==> config.mk <==
export PLATFORM = sky130hd
export DESIGN_NAME = tw_ctrl
export DESIGN_NICKNAME = d
export VERILOG_FILES = /design/src/hw/tw_pkg.sv /design/src/hw/tw_ctrl.sv /design/src/hw/tw_sync.sv
export SDC_FILE = /design/constraint.sdc
export NUM_CORES = 1
export LEC_CHECK = 0
export ABC_AREA = 1
export ABC_CLOCK_PERIOD_IN_PS = 2450
export BUFFER_PORTS_ARGS = -buffer_cell sky130_fd_sc_hd__buf_4
export CAP_MARGIN = 40
export CORE_MARGIN = 2
export CORE_UTILIZATION = 25
export DETAILED_ROUTE_END_ITERATION = 12
export PLACE_DENSITY = 0.52
export SYNTH_ARGS = -nofsm -noshare
export SYNTH_HDL_FRONTEND = slang
export SYNTH_SLANG_ARGS = --single-unit
==> constraint.sdc <==
create_clock -name i_core_clk -period 2.45 [get_ports i_core_clk]
set_input_delay 0.3675 -clock i_core_clk [delete_from_list [all_inputs] [get_ports i_core_clk]]
set_output_delay 0.3675 -clock i_core_clk [all_outputs]
set_load 0.05 [all_outputs]
==> src/hw/tw_pkg.sv <==
// package of constants and types for the two-wire interface controller
package tw_pkg;
  // transfer clock divider ratios, indexed by the four-bit divider code
  localparam logic [8:0] TW_DIV_LO [0:7] = '{9'h01C, 9'h028, 9'h030, 9'h040,
                                             9'h050, 9'h064, 9'h070, 9'h080};
  localparam logic [8:0] TW_DIV_HI [0:7] = '{9'h038, 9'h050, 9'h060, 9'h080,
                                             9'h0A0, 9'h0C8, 9'h0E0, 9'h100};
  localparam logic [2:0] TW_BC_CLEAR   = 3'h0;
  localparam logic [3:0] TW_FRAME_BITS = 4'h8;
  localparam logic [3:0] TW_ACK_SLOT   = 4'h9;
  localparam int         TW_DIV_BITS   = 9;
  // cycles the line synchroniser lags the pin; the high half absorbs them
  localparam logic [8:0] TW_SYNC_LAT   = 9'h002;
  // byte engine phases
  typedef enum logic [2:0] {TW_IDLE, TW_START, TW_LOW, TW_HIGH, TW_HOLD, TW_STOP_LO,
                            TW_STOP_HI} tw_phase_t;
endpackage

==> src/hw/tw_ctrl.sv <==
// two-wire interface controller: flags, bit counter, requests, master transmit
//
// Contract
// - bit_counter clears to zero after each frame with ack, and on start.
// - bit_counter written only when bit_count_write_guard is zero.
// - a flag clears on zero write only after being read as one.
// - master compares SDA with driven bit; mismatch sets arbitration_lost, yields.
// - with ack_check_enable, a one ack halts and sets nack_flag.
// - reading rx_holding_reg clears rx_buffer_full.
// - writing tx_holding_reg clears tx_end and tx_buffer_empty.
// - slave takes SCL as input; master drives SCL itself.
// - four-bit divider code picks peripheral clock divide ratio.
// - five requests from enable and flag pairs.
// - all requests merged onto one interrupt output.
// - sync format masks stop request and nack; lost flag means overrun.
// - tx_buffer_empty sets on load into shift register; a data write or a zero flag write after a read of one clears it.
// - format_select zero is two-wire format, one is clocked serial.
// - first frame after start is eight bits: address and direction.
// - start issued on one write setting bus_busy with start_stop_guard zero.
// - held byte moves to shift register when free; empty flag sets.
// - byte done with empty set: tx_end on ninth edge, ack captured.
// - stop issued on zero write clearing bus_busy with guard zero.
// - master holds SCL low until new data or stop request.
// - after stop flag sets, interface returns to slave receive.
// - lost arbitration clears master_select and transmit_select.
`timescale 1ns/1ns
`default_nettype none
module tw_ctrl
  import tw_pkg::*;
(
  // clock and resets
  input  wire logic       i_core_clk,
  input  wire logic       i_rst_b,
  input  wire logic       i_sync_reset,
  // configuration
  input  wire logic       i_interface_enable,
  input  wire logic       i_format_select,
  input  wire logic       i_bit_order_select,
  input  wire logic [3:0] i_clock_divider_field,
  input  wire logic       i_ack_check_enable,
  input  wire logic       i_tx_empty_int_enable,
  input  wire logic       i_tx_end_int_enable,
  input  wire logic       i_rx_full_int_enable,
  input  wire logic       i_stop_int_enable,
  input  wire logic       i_nack_int_enable,
  // mode writes
  input  wire logic       i_mode_wr,
  input  wire logic       i_master_select_wr,
  input  wire logic       i_transmit_select_wr,
  // bus busy writes
  input  wire logic       i_bus_busy_wr,
  input  wire logic       i_bus_busy_wdata,
  input  wire logic       i_start_stop_guard,
  // bit counter writes
  input  wire logic       i_bc_wr,
  input  wire logic [2:0] i_bc_wdata,
  input  wire logic       i_bit_count_write_guard,
  // flag register access: read strobe, write strobe with data
  input  wire logic       i_flag_rd,
  input  wire logic       i_flag_wr,
  input  wire logic [4:0] i_flag_wdata,
  // data registers
  input  wire logic       i_tx_wr,
  input  wire logic [7:0] i_tx_wdata,
  input  wire logic       i_rx_rd,
  // lines
  input  wire logic       i_scl,
  input  wire logic       i_sda,
  output logic            o_scl_oe,
  output logic            o_sda_oe,
  // status
  output logic            o_master_select,
  output logic            o_transmit_select,
  output logic            o_bus_busy,
  output logic [2:0]      o_bit_counter,
  output logic            o_tx_buffer_empty,
  output logic            o_tx_end,
  output logic            o_rx_buffer_full,
  output logic            o_stop_flag,
  output logic            o_nack_flag,
  output logic            o_arbitration_lost,
  output logic            o_received_ack_bit,
  output logic [7:0]      o_rx_data,
  // merged request
  output logic            o_irq
);
  // flag vector order: 0 tx empty, 1 tx end, 2 rx full, 3 stop, 4 nack, arbitration in
  // separate bit kept alongside nack in flag index 4 write data
  logic             scl_s, sda_s;
  tw_phase_t        phase, next_phase;
  logic [8:0]       div_cnt, next_div_cnt;
  logic [7:0]       shift, next_shift;
  logic [3:0]       bit_idx, next_bit_idx;
  logic             shift_full, next_shift_full;
  logic [7:0]       tx_hold, next_tx_hold;
  logic             master_select, next_mst, transmit_select, next_trs, busy, next_busy;
  logic [2:0]       bc, next_bc;
  logic             tx_buffer_empty, next_tx_buffer_empty, tx_end, next_tx_end, rx_buffer_full, next_rx_buffer_full;
  logic             stp, next_stp, nack_flag, next_nack_flag, al, next_al, received_ack_bit, next_received_ack_bit;
  logic [5:0]       rd_seen, next_rd_seen;
  logic             scl_oe, next_scl_oe, sda_oe, next_sda_oe, irq, next_irq;
  logic             scl_q, next_scl_q, sda_q, next_sda_q;
  logic [8:0]       half;
  logic             tick, drive_bit, start_det, stop_det;

  tw_sync u_sync_scl (.i_core_clk(i_core_clk), .i_rst_b(i_rst_b), .i_async(i_scl),
                      .o_sync(scl_s));
  tw_sync u_sync_sda (.i_core_clk(i_core_clk), .i_rst_b(i_rst_b), .i_async(i_sda),
                      .o_sync(sda_s));

  // half period from the selected ratio, so a bit spends one half low and one high
  always_comb begin
    half = i_clock_divider_field[3] ? TW_DIV_HI[i_clock_divider_field[2:0]]
                                    : TW_DIV_LO[i_clock_divider_field[2:0]];
    half = {1'b0, half[8:1]};
    tick = (div_cnt >= half - 9'h001);
    drive_bit = i_bit_order_select ? shift[0] : shift[7];
    start_det = scl_s && scl_q && sda_q && !sda_s;
    stop_det  = scl_s && scl_q && !sda_q && sda_s;
  end

  // next-state logic for all control state
  always_comb begin
    next_phase = phase;   next_div_cnt = tick ? 9'h000 : div_cnt + 9'h001;
    next_shift = shift;   next_bit_idx = bit_idx;  next_shift_full = shift_full;
    next_tx_hold = tx_hold; next_mst = master_select; next_trs = transmit_select; next_busy = busy;
    next_bc = bc; next_tx_buffer_empty = tx_buffer_empty; next_tx_end = tx_end; next_rx_buffer_full = rx_buffer_full;
    next_stp = stp; next_nack_flag = nack_flag; next_al = al; next_received_ack_bit = received_ack_bit;
    next_rd_seen = rd_seen; next_scl_oe = scl_oe; next_sda_oe = sda_oe;
    next_scl_q = scl_s; next_sda_q = sda_s;
    // software side: flag clears by zero write need a prior read of one
    if (i_flag_rd)
      next_rd_seen = {al, nack_flag, stp, rx_buffer_full, tx_end, tx_buffer_empty};
    if (i_flag_wr) begin
      if (!i_flag_wdata[0] && rd_seen[0]) next_tx_buffer_empty  = 1'b0;
      if (!i_flag_wdata[1] && rd_seen[1]) next_tx_end  = 1'b0;
      if (!i_flag_wdata[2] && rd_seen[2]) next_rx_buffer_full  = 1'b0;
      if (!i_flag_wdata[3] && rd_seen[3]) next_stp   = 1'b0;
      if (!i_flag_wdata[4] && rd_seen[4]) next_nack_flag = 1'b0;
      if (!i_flag_wdata[4] && rd_seen[5]) next_al    = 1'b0;
      next_rd_seen = 6'h00;
    end
    if (i_rx_rd) next_rx_buffer_full = 1'b0;
    if (i_tx_wr) begin
      next_tx_hold = i_tx_wdata;
      next_tx_buffer_empty = 1'b0;
      next_tx_end = 1'b0;
    end
    if (i_mode_wr) begin
      next_mst = i_master_select_wr;
      next_trs = i_transmit_select_wr;
      if (i_transmit_select_wr && !transmit_select) next_tx_buffer_empty = 1'b1;
    end
    if (i_bc_wr && !i_bit_count_write_guard) next_bc = i_bc_wdata;
    // idle bus: slave side only watches start and stop
    if (start_det) begin
      next_bc = TW_BC_CLEAR;
      next_busy = 1'b1;
    end
    if (stop_det) begin
      next_busy = 1'b0;
      if (!i_format_select) next_stp = 1'b1;
      next_mst = 1'b0;
      next_trs = 1'b0;
    end
    // load the shift register once free; first load after start is the address
    if (!shift_full && !tx_buffer_empty && !i_tx_wr && transmit_select && phase != TW_IDLE) begin
      next_shift = tx_hold;
      next_shift_full = 1'b1;
      next_tx_buffer_empty = 1'b1;
    end
    if (!i_interface_enable || !master_select) begin
      next_phase = TW_IDLE; next_scl_oe = 1'b0; next_sda_oe = 1'b0;
      if (i_bus_busy_wr && !i_start_stop_guard && i_bus_busy_wdata && master_select)
        next_phase = TW_START;
    end else begin
      unique case (phase)
        TW_IDLE: begin
          if (i_bus_busy_wr && !i_start_stop_guard && i_bus_busy_wdata && !busy) begin
            next_phase = TW_START; next_div_cnt = 9'h000;
          end
        end
        TW_START: begin
          next_sda_oe = 1'b1;
          if (tick) begin
            next_scl_oe = 1'b1; next_phase = TW_HOLD; next_bit_idx = 4'h0;
            next_busy = 1'b1; next_bc = TW_BC_CLEAR;
          end
        end
        TW_HOLD: begin
          next_scl_oe = 1'b1;
          next_div_cnt = 9'h000;
          if (i_bus_busy_wr && !i_start_stop_guard && !i_bus_busy_wdata)
            next_phase = TW_STOP_LO;
          else if (shift_full) begin
            next_phase = TW_LOW; next_sda_oe = !drive_bit;
          end
        end
        TW_LOW: begin
          next_scl_oe = 1'b1;
          next_sda_oe = (bit_idx == TW_FRAME_BITS) ? 1'b0 : !drive_bit;
          if (tick) begin next_phase = TW_HIGH; next_scl_oe = 1'b0; end
        end
        TW_HIGH: begin
          // count from release so the period is exact; a stretched low holds the count
          if (!scl_s && div_cnt >= TW_SYNC_LAT) next_div_cnt = TW_SYNC_LAT;
          if (scl_s && bit_idx < TW_FRAME_BITS && !sda_oe && !sda_s
              && !i_format_select) begin
            next_al = 1'b1; next_mst = 1'b0; next_trs = 1'b0;
            next_phase = TW_IDLE; next_sda_oe = 1'b0; next_shift_full = 1'b0;
          end else if (tick && scl_s) begin
            next_scl_oe = 1'b1; next_phase = TW_LOW;
            next_bit_idx = bit_idx + 4'h1;
            next_shift = i_bit_order_select ? {1'b0, shift[7:1]} : {shift[6:0], 1'b0};
            if (bit_idx < TW_FRAME_BITS) next_bc = bc + 3'h1;
            if (bit_idx == TW_FRAME_BITS) begin
              // ninth edge: ack captured, frame complete
              next_received_ack_bit = sda_s;
              next_bc = TW_BC_CLEAR;
              next_shift_full = 1'b0; next_bit_idx = 4'h0;
              next_phase = TW_HOLD; next_sda_oe = 1'b0;
              if (tx_buffer_empty && !i_tx_wr) next_tx_end = 1'b1;
              if (sda_s && i_ack_check_enable && !i_format_select)
                next_nack_flag = 1'b1;
            end
          end
        end
        TW_STOP_LO: begin
          next_scl_oe = 1'b1; next_sda_oe = 1'b1;
          if (tick) begin next_phase = TW_STOP_HI; next_scl_oe = 1'b0; end
        end
        TW_STOP_HI: begin
          if (tick && scl_s) begin
            next_sda_oe = 1'b0; next_phase = TW_IDLE; // stop detector sets stop flag
          end
        end
        default: next_phase = TW_IDLE;
      endcase
    end
    // with ack check on, nack halts further frames until a stop request or nack_flag is cleared
    if (nack_flag && phase == TW_LOW && bit_idx == 4'h0 && i_ack_check_enable)
      next_phase = TW_HOLD;
    // merged request, stop and nack masked in clocked serial format
    next_irq = (i_tx_empty_int_enable && tx_buffer_empty) || (i_tx_end_int_enable && tx_end)
             || (i_rx_full_int_enable && rx_buffer_full)
             || (!i_format_select && i_stop_int_enable && stp)
             || (i_nack_int_enable && (al || (!i_format_select && nack_flag)));
    if (i_sync_reset) begin
      next_phase = TW_IDLE; next_mst = 1'b0; next_trs = 1'b0; next_busy = 1'b0;
      next_bc = TW_BC_CLEAR; next_tx_buffer_empty = 1'b0; next_tx_end = 1'b0; next_rx_buffer_full = 1'b0;
      next_stp = 1'b0; next_nack_flag = 1'b0; next_al = 1'b0; next_received_ack_bit = 1'b0;
      next_rd_seen = 6'h00; next_scl_oe = 1'b0; next_sda_oe = 1'b0;
      next_shift_full = 1'b0; next_irq = 1'b0;
    end
  end

  // registers only
  always_ff @(posedge i_core_clk or negedge i_rst_b) begin
    if (!i_rst_b) begin
      phase <= TW_IDLE; div_cnt <= 9'h000; shift <= 8'h00; bit_idx <= 4'h0;
      shift_full <= 1'b0; tx_hold <= 8'h00; master_select <= 1'b0; transmit_select <= 1'b0; busy <= 1'b0;
      bc <= TW_BC_CLEAR; tx_buffer_empty <= 1'b0; tx_end <= 1'b0; rx_buffer_full <= 1'b0; stp <= 1'b0;
      nack_flag <= 1'b0; al <= 1'b0; received_ack_bit <= 1'b0; rd_seen <= 6'h00; scl_oe <= 1'b0;
      sda_oe <= 1'b0; irq <= 1'b0; scl_q <= 1'b1; sda_q <= 1'b1;
    end else begin
      phase <= next_phase; div_cnt <= next_div_cnt; shift <= next_shift;
      bit_idx <= next_bit_idx; shift_full <= next_shift_full; tx_hold <= next_tx_hold;
      master_select <= next_mst; transmit_select <= next_trs; busy <= next_busy; bc <= next_bc;
      tx_buffer_empty <= next_tx_buffer_empty; tx_end <= next_tx_end; rx_buffer_full <= next_rx_buffer_full; stp <= next_stp;
      nack_flag <= next_nack_flag; al <= next_al; received_ack_bit <= next_received_ack_bit; rd_seen <= next_rd_seen;
      scl_oe <= next_scl_oe; sda_oe <= next_sda_oe; irq <= next_irq;
      scl_q <= next_scl_q; sda_q <= next_sda_q;
    end
  end

  // outputs straight from flops
  assign o_scl_oe = scl_oe;            assign o_sda_oe = sda_oe;
  assign o_master_select = master_select;        assign o_transmit_select = transmit_select;
  assign o_bus_busy = busy;            assign o_bit_counter = bc;
  assign o_tx_buffer_empty = tx_buffer_empty;     assign o_tx_end = tx_end;
  assign o_rx_buffer_full = rx_buffer_full;      assign o_stop_flag = stp;
  assign o_nack_flag = nack_flag;          assign o_arbitration_lost = al;
  assign o_received_ack_bit = received_ack_bit;   assign o_rx_data = tx_hold;
  assign o_irq = irq;
endmodule
`default_nettype wire

==> src/hw/tw_sync.sv <==
// two-flop synchroniser for an open-drain line level
`timescale 1ns/1ns
`default_nettype none
module tw_sync (
  // clock and reset
  input  wire logic i_core_clk,
  input  wire logic i_rst_b,
  // asynchronous line
  input  wire logic i_async,
  // synchronised level
  output logic      o_sync
);
  logic stage1;
  logic next_stage1;
  logic next_sync;

  // first stage feeds only the second; lines idle high
  always_comb begin
    next_stage1 = i_async;
    next_sync   = stage1;
  end

  always_ff @(posedge i_core_clk or negedge i_rst_b) begin
    if (!i_rst_b) begin
      stage1 <= 1'b1;
      o_sync <= 1'b1;
    end else begin
      stage1 <= next_stage1;
      o_sync <= next_sync;
    end
  end
endmodule
`default_nettype wire

# == Word-level counts from Yosys, hierarchy flattened ==
# Memory sizes are Yosys's and may differ from the RTL's.
# Cells that the tools add are included.
# Widths: inputs -> output; s select.
# classes
reduce_logical,88
n_eq_ne,27
n_lt_le_gt_ge,4
div_mod_pow,0
n_bitwise,2
shift,0
n_addsub,4
muxes,140
mul,0
# ops
operator,count
$mux 1,90
$mux 9,9
$mux 3,22
$mux 8,6
$logic_and 1x1->1,41
$ne 5x5->1 const B,6
$pmux 9 s3,1
$ne 4x4->1 const B,6
$logic_not 1->1,21
$pmux 3 s7,1
$mux 6,3
$mux 4,4
$ne 6x6->1 const B,2
$reduce_bool 3->1,4
$ne 2x2->1 const B,5
$reduce_and 5->1,2
$add 9x1->9 const B,1
$eq 3x3->1 const B,3
$ge 9x2->1 const B,1
$ge 9x9->1,1
$sub 8x1->9 const B,1
$pmux 4 s2,1
$reduce_bool 2->1,4
$reduce_and 7->1,1
other kinds (22),29
# totals
latch_bits,0
out_inout_bits,24
memories,2
mem_bits_ro,144
reg_bits,61
in_bits,46
ramBits,0
# mem_list
name,depth,word_bits,rd,rd_clocked_by_memory_dff,write_ports,line_no,source
(no name shown),8,9,1,0,0,tw_ctrl.sv:114,: TW_DIV_LO[i_clock_divider_field[2:0]];
(no name shown),8,9,1,0,0,tw_ctrl.sv:113,half = i_clock_divider_field[3] ? TW_DIV_HI[i_clock_divider_field[2:0]]

# == Depth between registers and ports, before layout ==
# Gate-level depths: netlist of the first run.
# depth
depth_word,14
mapped_depth,26
mapped_depth_nobuf,26

# == Modules after synthesis ==
# From an unflattened synthesis of the first run, not the netlist that was laid out.
# hier_totals
hier_cells,523
hier_area_um2,3992.6
# by_module_without_submodules
module,seq_area_each_um2,area_each_um2,instances,cells_each
tw_ctrl,1378.8,3887.5,1,519
tw_sync,52.6,52.6,2,2

# == Worst setup path before layout of the first run ==
# No wires, ideal clock.
# synth_timing
kind,in2reg
from,in i_clock_divider_field[1]
to,reg phase[2]
stages,25
required_ps,2385
path_slack_ps,-541
path_buffers,0
t_arrival_ps,2926
path_cell_list,inv_1 > ha_1 > or2_1 > o21ai_0 > inv_1 > o21ai_0 > ha_1 > inv_1 > nand2_1 > nand2_1 > nor2_1 > nand2_1 > a22oi_1 > ha_1 > nand2_1 > a21oi_1 > nor2_1 > nand3_4 > nand2_1 > nand2_1 > nand2_1 > nand3_2 > nand2_1 > nand2_1 > nand2_1
# synth_via
elab_chain_len,10
elab_cells_between_ends,17
cone_classes,add/sub: 1; order compare: 1; eq/ne: 5; mux: 5; bitwise: 1; reduce/logical: 2; memory: 2
# synth_lines
element,line_no,source
"start, declared",tw_ctrl.sv:39,"input wire logic [3:0] i_clock_divider_field,"
$not 3->4 (implied by the code) (*),"tw_ctrl.sv:113, tw_ctrl.sv:114",
$mem_v2 8x9 (on tied branches),n/a,
$mux 9 (on tied branches) (2 in series),"tw_ctrl.sv:114, tw_ctrl.sv:113",
$mux 9 (*),tw_ctrl.sv:113,
$sub 8x1->9 (*),tw_ctrl.sv:116,tick = (div_cnt >= half - 9'h001);
$ge 9x9->1 (*),tw_ctrl.sv:116,
$logic_and 1x1->1,"tw_ctrl.sv:211, tw_ctrl.sv:233",
$ne 6x6->1 (no line) or $ne 5x5->1 (tied branches),n/a,
$reduce_and 7->1 (no line) (*),n/a,
"end signal, assigned",tw_ctrl.sv:266,phase <= next_phase; div_cnt <= next_div_cnt; shift <= next_shift;
"end, declared",tw_ctrl.sv:90,"tw_phase_t phase, next_phase;"
# Mark *: on every way between the ends. The rest lies on a longest branch, timed or not. The select of a mux whose other input is x is not followed.
# A chain may end at the register's enable or synchronous reset.

# == Worst setup path in the final report of the first run ==
# layout_timing
from,in i_clock_divider_field[1]
to,reg shift[3]
# layout_via
elab_chain_len,12
elab_cells_between_ends,15
cone_classes,add/sub: 1; order compare: 1; mux: 9; bitwise: 1; reduce/logical: 1; memory: 2
# layout_lines
element,line_no,source
$not 3->4 (implied by the code) (*),"tw_ctrl.sv:113, tw_ctrl.sv:114",
$mem_v2 8x9 (on tied branches),n/a,
$mux 9 (on tied branches) (2 in series),"tw_ctrl.sv:114, tw_ctrl.sv:113",
$mux 9 (*),tw_ctrl.sv:113,
$sub 8x1->9 (*),tw_ctrl.sv:116,
$ge 9x9->1 (*),tw_ctrl.sv:116,
$logic_and 1x1->1 (*),tw_ctrl.sv:211,end else if (tick && scl_s) begin
$mux 8 (*),tw_ctrl.sv:211,
$mux 8 (*),tw_ctrl.sv:207,if (scl_s && bit_idx < TW_FRAME_BITS && !sda_oe && !sda_s
$mux 8 (*),tw_ctrl.sv:177,unique case (phase)
$mux 8 (*),tw_ctrl.sv:172,if (!i_interface_enable || !master_select) begin
via next_shift[3],tw_ctrl.sv:92,"logic [7:0] shift, next_shift;"
"end signal, assigned",tw_ctrl.sv:266,
"end, declared",tw_ctrl.sv:92,
# The timed path passes the listed nets; every way through them passes the cells marked *. The select of a mux whose other input is x is not followed.

==> results of run 1 <==
power breakdown:
group | switching, mW | internal [mW]
registers | 0.116 | 1.08
logic | 0.632 | 0.496
clock network | 0.453 | 0.917
cell type report:
type	instances	area, um^2
fillers	1571	9500
multi-input cells	369	2400
flip-flops and latches	59	1480
repair buffers	101	840
inverters	74	300
clock buffers	10	239
well taps	188	235
clock inverters	6	88.8
logic make-up after synthesis:
family / Yosys count
AOI/OAI and AO/OA: 101
other: 1
buffers and inverters: 84
DFF: 59
and+or+nand+nor: 236
adders and majority gates: 20
muxes: 1
xor gates and xnor gates: 10
sequential cells by signal, summed over array words and instances, names as in the netlist, 3 cells and up:
name,cells
bit_idx,4
o_bit_counter,3
shift,8
div_cnt,9
phase,3
rd_seen,5
o_rx_data,8
stage by stage:
stage          std cells  area (um^2)  hold slack [ps]
3_3_place_gp         782         4780              346
4_1_cts              803         5260              146
3_5_place_dp         782         4780              347
6_report             807         5590              114
2_1_floorplan        512         3910             71.9
5_1_grt              807         5590              133
path summary, 6_finish.rpt:
kind / cells past startpoint / endpoint / slack (ps) / from
max: 25 / shift[3] / -420 / i_clock_divider_field[1]
min in group i_core_clk: 1 / u_sync_sda.next_sync / 150 / i_sda
max reg2reg: 10 / shift[5] / 370 / div_cnt[4]
min: 1 / o_rx_data[4] / 110 / i_rst_b
max in group asynchronous: 1 / o_bit_counter[1] / 1840 / i_rst_b
min reg2reg: 0 / u_sync_scl.o_sync / 360 / u_sync_scl.next_sync
what timing repair did:
item,CTS,global route
gates cloned,0,1
endpoints found under the setup margin,34,34
resized for setup,33,65
buffers inserted,5,4
pin swaps,12,25
layout by cell type, fill, tap and decap left out, types with 3 or more instances in the layout:
| cell | count |
|---|---|
| dfstp_2 | 6 |
| nor2_4 | 8 |
| nand3_2 | 11 |
| o31ai_4 | 5 |
| buf_12 | 3 |
| nand2_1 | 94 |
| dfrtp_1 | 53 |
| nor2_2 | 5 |
| nand2_2 | 19 |
| clkbuf_16 | 10 |
| inv_2 | 5 |
| nand4_1 | 5 |
| a21oi_1 | 16 |
| o21ai_0 | 37 |
| inv_1 | 64 |
| xor2_1 | 7 |
| ha_1 | 16 |
| nor3_1 | 7 |
| nor2_1 | 47 |
| nand3_4 | 3 |
| o21ai_2 | 9 |
| buf_4 | 90 |
| inv_4 | 4 |
| o21ai_1 | 6 |
| xnor2_1 | 3 |
| a31oi_1 | 6 |
| buf_6 | 7 |
| nand2_4 | 4 |
| a21oi_2 | 4 |
| nand3_1 | 20 |
metal layers:
layer | vias up | wire length, um | part of all wire (%)
li1 | 1875 | - | -
met3 | 11 | 368 | 3.4
met2 | 71 | 5640 | 52
met1 | 1772 | 4640 | 43
met4 | 0 | 127 | 1.2
met5 | - | 0 | 0
==> qor.txt, run 1 <==
Drt via density - 4.62
Adder-Cell Fraction of Synth Area - 6.54%
Fin crit share - 117%
Top Usage Layer GRT - met2
CP Class - in2reg
Largest family of logic cells by synthesized area - simple AND/OR/NAND/NOR gates
DRC - 0
Post-synth top area share - 34.7%
Max_slew headroom - 49.6%
Pin count of the biggest net entering global routing - 60
Drt initial violations - 189
Clock sinks - 59
Core Area - 15,100 um^2
Failing checks - negative setup slack
Synth async-reset ratio - 100%
Most frequent CP cell - nand2_2
Synth Area in XOR/XNOR - 2.29%
Area growth, synth to finish - 46.1%
Worst-Margin Slew - 755 ps
Yosys reg bits - 59
CTS clk-pin slew, worst paths - 50 ps
Critical path required time - 2690 ps
WP data arrival - 3110 ps
Final Setup Violations - 34
Compound-Gate Fraction of Synth Area - 15.7%
Setup TNS - -11,280 ps
Longest Clk Path Bufs - 2
# diodes - 0
CTS tree - done
Post-DP HPWL - 8.06 mm
Top delay family on crit path - simple AND/OR/NAND/NOR gates
Post-synth EDFFs - 0
First-pass GRT wire length - 17.6 mm
Die area - 16,300 um^2
Layout cells sized above 1 - 35.7%
Yosys warns - 0
GPL Wtd Cong - 0.883
Distinct cells, synth - 48
Routed length per instance - 13.4 um
Root Buffer Master - clkbuf_16
CTS Buf Count - 9
Vias in the first global route - 3,708
Slowest stage delay, CP - 260 ps
Fin Clk Skew - 7.30 ps
Util after Layout - 37.0%
Hold_buf cts - 0
Sequential area share after synthesis - 38.8%
Starting density of the core - 25.4%
Post-Syn Nets - 578
Worst-skew pair later-pin latency - 330 ps
Die X - 128 um
GRT overflow - 0
Synthesized area per cell - 7.47 um^2
Tot GR Track Use - 13.3%
Final Hold Vio Count - 0
Critical Path Sink Type - flop
Row Count - 45
RSZ-0062 raised after global routing - true
Setup Slack @ Placement - -916 ps
Synth Flop Type - dfrtp_1
Max-cap violations - 0
Mux cell area share after synthesis - 0.294%
Highest Clock Rate - 0.348 GHz
Fin crit period - 2870 ps
List of most frequent post-synthesis cells - nand2_1 (115), inv_1 (70), nor2_1 (56)
Post-route ant nets - 0
Syn Std Cell Area - 3830 um^2
Synth area leaders - dfrtp_1 (35%), nand2_1 (11%), inv_1 (6.9%)
Critical-path top delay cell - ha_1
Post-synth top area cell - dfrtp_1
P_leak - 2.64 nW
DIE HEIGHT - 128 um
Io pins - 70
Startpoint types - input pin
Initial antenna violation count - 0
Met3 Use GR - 2.96%
Bufs and invs on worst path - 6
I/O Buffers - 65
PD cells - 660 nW/um^2
Synthesized instance count - 512
Pins Over Slew Limit - 0
Worst setup margin - -423 ps
DR pass1 iterations - 4
CTS H-tree depth - 3
Drt total wl - 10.8 mm
Grt met1 use - 16.6%
Layout Nets - 680
VDD IR-drop max - 0.461 mV
Met2 Use GR - 23.5%
Crit path max fanout - 6
Status - finished, violations left
Tot Pwr - 3.69 mW
Hold Crit Class - in2async
Count leader, synth - nand2_1
Synth Area in Simple Gates - 27.6%
Via count - 3,729
Note: power is estimated with default switching activity, not from simulation.
==> inputs of run 2 (changes only) <==
- ABC_AREA: 1 -> 0
- CTS_CLUSTER_SIZE: unset -> 16
==> qor.txt, run 2 <==
Status - finished, violations left
Failing checks - negative setup slack
RSZ-0062 raised after global routing - true
CTS tree - done
WP data arrival - 3150 ps
Util after Layout - 36.5%
GRT overflow - 0
Crit path max fanout - 5
CTS H-tree depth - 3
Post-DP HPWL - 7.86 mm
Critical Path Source - i_clock_divider_field[1]
Drt total wl - 10.7 mm
Yosys reg bits - 59
Worst setup margin - -443 ps
Routed length per instance - 14.9 um
Setup Slack @ Placement - -869 ps
Synth async-reset ratio - 100%
Io pins - 70
P_leak - 2.52 nW
Most frequent cells in the layout - buf_4 (105), dfrtp_1 (53), nor2_1 (45)
DR pass1 iterations - 4
Vias in the first global route - 3,583
DIE HEIGHT - 128 um
Critical path required time - 2710 ps
Worst-skew pair later-pin latency - 330 ps
Drt via density - 4.96
Initial antenna violation count - 0
R2R cell count - 7
Post-synth top area cell - dfrtp_1
Die area - 16,500 um^2
Layout Nets - 588
R2R Path End - phase[0]
CTS Buf Count - 9
Startpoint types - input pin
Min Hold Slack - 107 ps
Post-Syn Nets - 482
Hold Crit Class - in2async
CTS clk-pin slew, worst paths - 50 ps
Reg with most FFs - div_cnt
Count leader, synth - dfrtp_1
I/O Buffers - 65
Reg2reg setup slack - 250 ps
Row Count - 45
Pin count of the biggest net entering global routing - 60
Drt initial violations - 210
Max_slew headroom - 49.4%
Core Area - 15,100 um^2
Post-synth top area share - 34.3%
Yosys warns - 0
Layout cells sized above 1 - 37.2%
Worst-Margin Slew - 759 ps
Setup TNS - -10,440 ps
Longest Clk Path Bufs - 2
Area growth, synth to finish - 43.1%
Synth Flop Type - dfrtp_1
# diodes - 0
# fillers - 1,527
CP Class - in2reg
Fin crit period - 2890 ps
Synthesized instance count - 416
Setup crit end - o_bit_counter[2]
First-pass GRT wire length - 17.7 mm
Max-cap violations - 0
Pins Over Slew Limit - 0
Reg-to-reg startpoint - phase[1]
Highest Clock Rate - 0.346 GHz
Starting density of the core - 25.5%
Clock sinks - 59
Fin crit share - 118%
Distinct cells, synth - 70
List of most frequent post-synthesis cells - dfrtp_1 (53), nor2_1 (47), mux2i_1 (36)
Largest register FFs - 9
Sequential area share after synthesis - 38.4%
PD cells - 626 nW/um^2
Root Buffer Master - clkbuf_16
Final Setup Violations - 34
Final Hold Vio Count - 0
VDD IR-drop max - 0.368 mV
Post-route ant nets - 0
Syn Std Cell Area - 3860 um^2
Via count - 3,546
DRC - 0
Most common cell after layout, fill and taps aside - buf_4
Fin Clk Skew - 4.39 ps
Tot Pwr - 3.46 mW
Die X - 128 um
GPL Wtd Cong - 0.832
Critical Path Sink Type - flop
Tot GR Track Use - 13.5%
Synthesized area per cell - 9.29 um^2
Synth area leaders - dfrtp_1 (34%), mux2i_1 (9.3%), ha_1 (6.5%)
Post-synth EDFFs - 0
## run 2: cell count changes in the layout (fill, tap and decap cells not counted), sizes merged, moves of 12 or more
cell | previous run | this run
nand3 | 34 | 16
nor2 | 60 | 47
o21ai | 52 | 26
nand2 | 119 | 31
buf | 100 | 112
inv | 74 | 14
mux2i | 0 | 36
## run 2: worst max-delay path, stage by stage
cell,delay (ps)
buf_12,110
inv_8,50
ha_4,130
mux2i_4,80
or2_4,250
ha_4,160
nor2_1,90
nor2_1,60
a311oi_1,230
a22oi_1,140
ha_1,310
buf_4,110
nand2_2,70
o21ai_4,270
buf_12,140
nor2_4,30
or4_4,410
a21oi_2,120
## run 2: timing repair
item / in CTS / in global routing
setup buffers: 8 / 3
hold buffers: 0 / 0
gates cloned: 0 / 0
resized for setup: 35 / 21
endpoints found under the setup margin: 34 / 34
pin swaps: 20 / 19
## run 2: worst min-delay path by stage
| stage | slack (ps) | from | to |
|---|---|---|---|
| after CTS | 130 | i_scl | u_sync_scl.next_sync |
| after global routing | 130 | i_scl | u_sync_scl.next_sync |
| after detailed placement | 350 | u_sync_sda.next_sync | u_sync_sda.o_sync |
| after floorplan | 70 | i_rst_b | bit_idx[0] |
| after global placement | 350 | u_sync_sda.next_sync | u_sync_sda.o_sync |
| final | 110 | i_rst_b | rd_seen[3] |
## run 2: stage by stage
stage | area, um^2 | instances
6_report | 5530 | 715
5_1_grt | 5530 | 715
4_1_cts | 5420 | 712
3_5_place_dp | 4930 | 690
3_3_place_gp | 4930 | 690
2_1_floorplan | 3990 | 416
## run 2: logic make-up after synthesis
group / synth area share [%]
adders and majority gates: 6.74
DFF: 38.4
other: 0.0971
muxes: 12.0
AOI/OAI and AO/OA: 15.3
and+or+nand+nor: 21.3
xor gates and xnor gates: 2.72
buffers and inverters: 3.43
## run 2: where the power goes
part           total (mW)  internal [mW]  leakage, nW  switching (mW)
sequential           1.19           1.07        0.766           0.121
clock                1.24          0.808        0.145           0.433
combinational        1.03          0.495         1.61           0.536
## run 2: routing by layer
metal	track usage, %	routed length, um	up-vias	part of all wire, %
met5	0	0	-	0
met4	4.78	140	0	1.3
met3	2.88	585	12	5.5
met2	21.2	4950	115	46
met1	18.3	5000	1684	47
li1	-	-	1735	-
## run 2: cell type report
cell class	instances	area [um^2]	share of cell area, %
clock inverter	5	52.6	0.950
clock buffer	11	243	4.39
tap	188	235	4.25
sequential	59	1480	26.8
timing repair buffer	112	902	16.3
multi-input combinational	325	2540	45.9
inverter	15	76.3	1.38
==> inputs of run 3 (changes only) <==
==> constraint.sdc (replaced) <==
create_clock -name i_core_clk -period 2.45 [get_ports i_core_clk]
set_input_delay 0.245 -clock i_core_clk [delete_from_list [all_inputs] [get_ports i_core_clk]]
set_output_delay 0.245 -clock i_core_clk [all_outputs]
set_load 0.05 [all_outputs]
==> qor.txt, run 3 (synthesis results as in run 2) <==
Post-placement cell area - 4930 um^2
GPL Wtd Cong - 0.832
DR pass1 iterations - 4
Pin count of the biggest net entering global routing - 60
Final Setup Violations - 34
CTS tree - done
Slowest stage delay, CP - 460 ps
Starting density of the core - 25.5%
Drt total wl - 10.8 mm
Routed length per instance - 15.2 um
Drt initial violations - 231
Most frequent CP cell - ha_4
Logic pwr share - 28.5%
Worst-skew pair later-pin latency - 330 ps
Design area - 5490 um^2
Critical-path top delay cell - or4_1
Drt via density - 4.97
WP data arrival - 2990 ps
DIE HEIGHT - 128 um
First-pass GRT wire length - 18.1 mm
CTS clk-pin slew, worst paths - 50 ps
Fin crit period - 2730 ps
# diodes - 0
Clock power frac - 37.5%
Via count - 3,534
Tot GR Track Use - 13.7%
Worst setup margin - -282 ps
Pins Over Slew Limit - 0
Internal - 2.41 mW
Startpoint types - input pin
Area growth, synth to finish - 42.0%
Hold Crit Class - in2async
Fin Clk Skew - 4.77 ps
Crit-path cells - buf_12 -> inv_8 -> ha_4 -> mux2i_4 -> or2_4 -> ha_4 -> nor2_4 -> nor2_2 -> a311oi_2 -> a22oi_2 -> ha_1 -> nand4_1 -> a31oi_4 -> o21ai_2 -> or4_1 -> nand3_1
Bufs and invs on worst path - 2
Layout cells sized above 1 - 36.3%
Max-cap violations - 0
Core Area - 15,100 um^2
DRC - 0
Fin crit share - 112%
I/O Buffers - 65
Vias in the first global route - 3,557
Io pins - 70
RSZ-0062 raised after global routing - true
Failing checks - negative hold slack, negative setup slack
Final Hold Vio Count - 5
Status - finished, violations left
Crit path max fanout - 6
Largest register FFs - 9
Setup TNS - -6180 ps
Critical path required time - 2710 ps
Post-route ant nets - 0
Most frequent cells in the layout - buf_4 (102), dfrtp_1 (53), nor2_1 (44)
Most common cell after layout, fill and taps aside - buf_4
Sw Share - 31.0%
P_leak - 2.50 nW
Clock sinks - 59
Min Hold Slack - -11.1 ps
Initial antenna violation count - 0
PD cells - 636 nW/um^2
Hold_buf cts - 0
Max_slew headroom - 49.1%
Reg with most FFs - div_cnt
Die area - 16,500 um^2
Top delay family on crit path - simple AND/OR/NAND/NOR gates
GRT overflow - 0
Longest Clk Path Bufs - 2
CTS Buf Count - 9
Layout Nets - 584
Critical Path Sink Type - flop
Highest Clock Rate - 0.366 GHz
Flop pwr share - 34.0%
CTS H-tree depth - 3
Die X - 128 um
VDD IR-drop max - 0.366 mV
Worst-Margin Slew - 764 ps
Sw Pwr - 1.08 mW
Post-DP HPWL - 7.94 mm
Root Buffer Master - clkbuf_16
CP Class - in2reg
Row Count - 45
run 3: cell count changes in the layout (fill, tap and decap cells not counted), sizes merged:
cell      previous run  this run
clkinvlp             1         2
clkinv               4         0
clkbuf              11        13
inv                 14        15
buf                112       108
run 3: timing repair:
item | in CTS | in global routing
pin swaps | 15 | 17
resized for setup | 28 | 19
setup endpoints to repair | 34 | 34
cloned | 0 | 0
buffers inserted | 7 | 1
run 3: cell type report:
cell class                      count  area, um^2
Fill cell                        1538        9660
Multi-Input combinational cell    325        2520
Sequential cell                    59        1480
Timing Repair Buffer              108         863
Clock buffer                       13         270
Tap cell                          188         235
Inverter                           15        71.3
Clock inverter                      3        45.0
run 3: worst paths after layout:
path                                     startpoint              endpoint  slack, ps  depth (start not counted)
max                        i_clock_divider_field[0]            bit_idx[3]       -280                         16
min                                         i_rst_b            rd_seen[3]        -10                          1
max reg2reg                                phase[1]              phase[0]        210                          6
min reg2reg                    u_sync_sda.next_sync     u_sync_sda.o_sync        350                          0
max in group asynchronous                   i_rst_b            div_cnt[7]       1950                          1
min in group i_core_clk                       i_sda  u_sync_sda.next_sync         20                          1
run 3: worst reg2reg max path, stage by stage, from the launching register on:
cell and delay [ps]:
dfrtp_1 570, or3_1 490, nor2_1 310, a211o_1 220, a31oi_4 60, nor3_2 150, mux2_4 320
run 3: power groups by stage:
stage | combinational (mW) | clock [mW] | sequential, mW
floorplan | 0.517 | 0 | 1.23
global placement | 0.892 | 0 | 1.20
detailed placement | 0.910 | 0 | 1.20
CTS | 0.972 | 1.35 | 1.19
global route | 1.09 | 1.39 | 1.20
finish | 0.995 | 1.31 | 1.19
run 3: layer usage:
metal | routed length, um | share of wire, % | GRT usage [%] | up-vias
li1 | - | - | - | 1717
met1 | 5080 | 47 | 18.9 | 1715
met2 | 5040 | 47 | 21.7 | 92
met3 | 576 | 5.3 | 2.80 | 10
met4 | 141 | 1.3 | 4.20 | 0
met5 | 0 | 0 | 0 | -
run 3: stage by stage:
step	power [mW]	worst slack (ps)	hold slack [ps]	std cells	util (%)
after floorplan	1.75	-445	-50.6	416	-
after global placement	2.09	-694	347	690	32.5
after detailed placement	2.11	-767	347	690	32.5
after CTS	3.51	-343	9.59	711	35.6
after global routing	3.69	-431	9.79	711	36.2
final	3.49	-282	-11.1	711	36.2
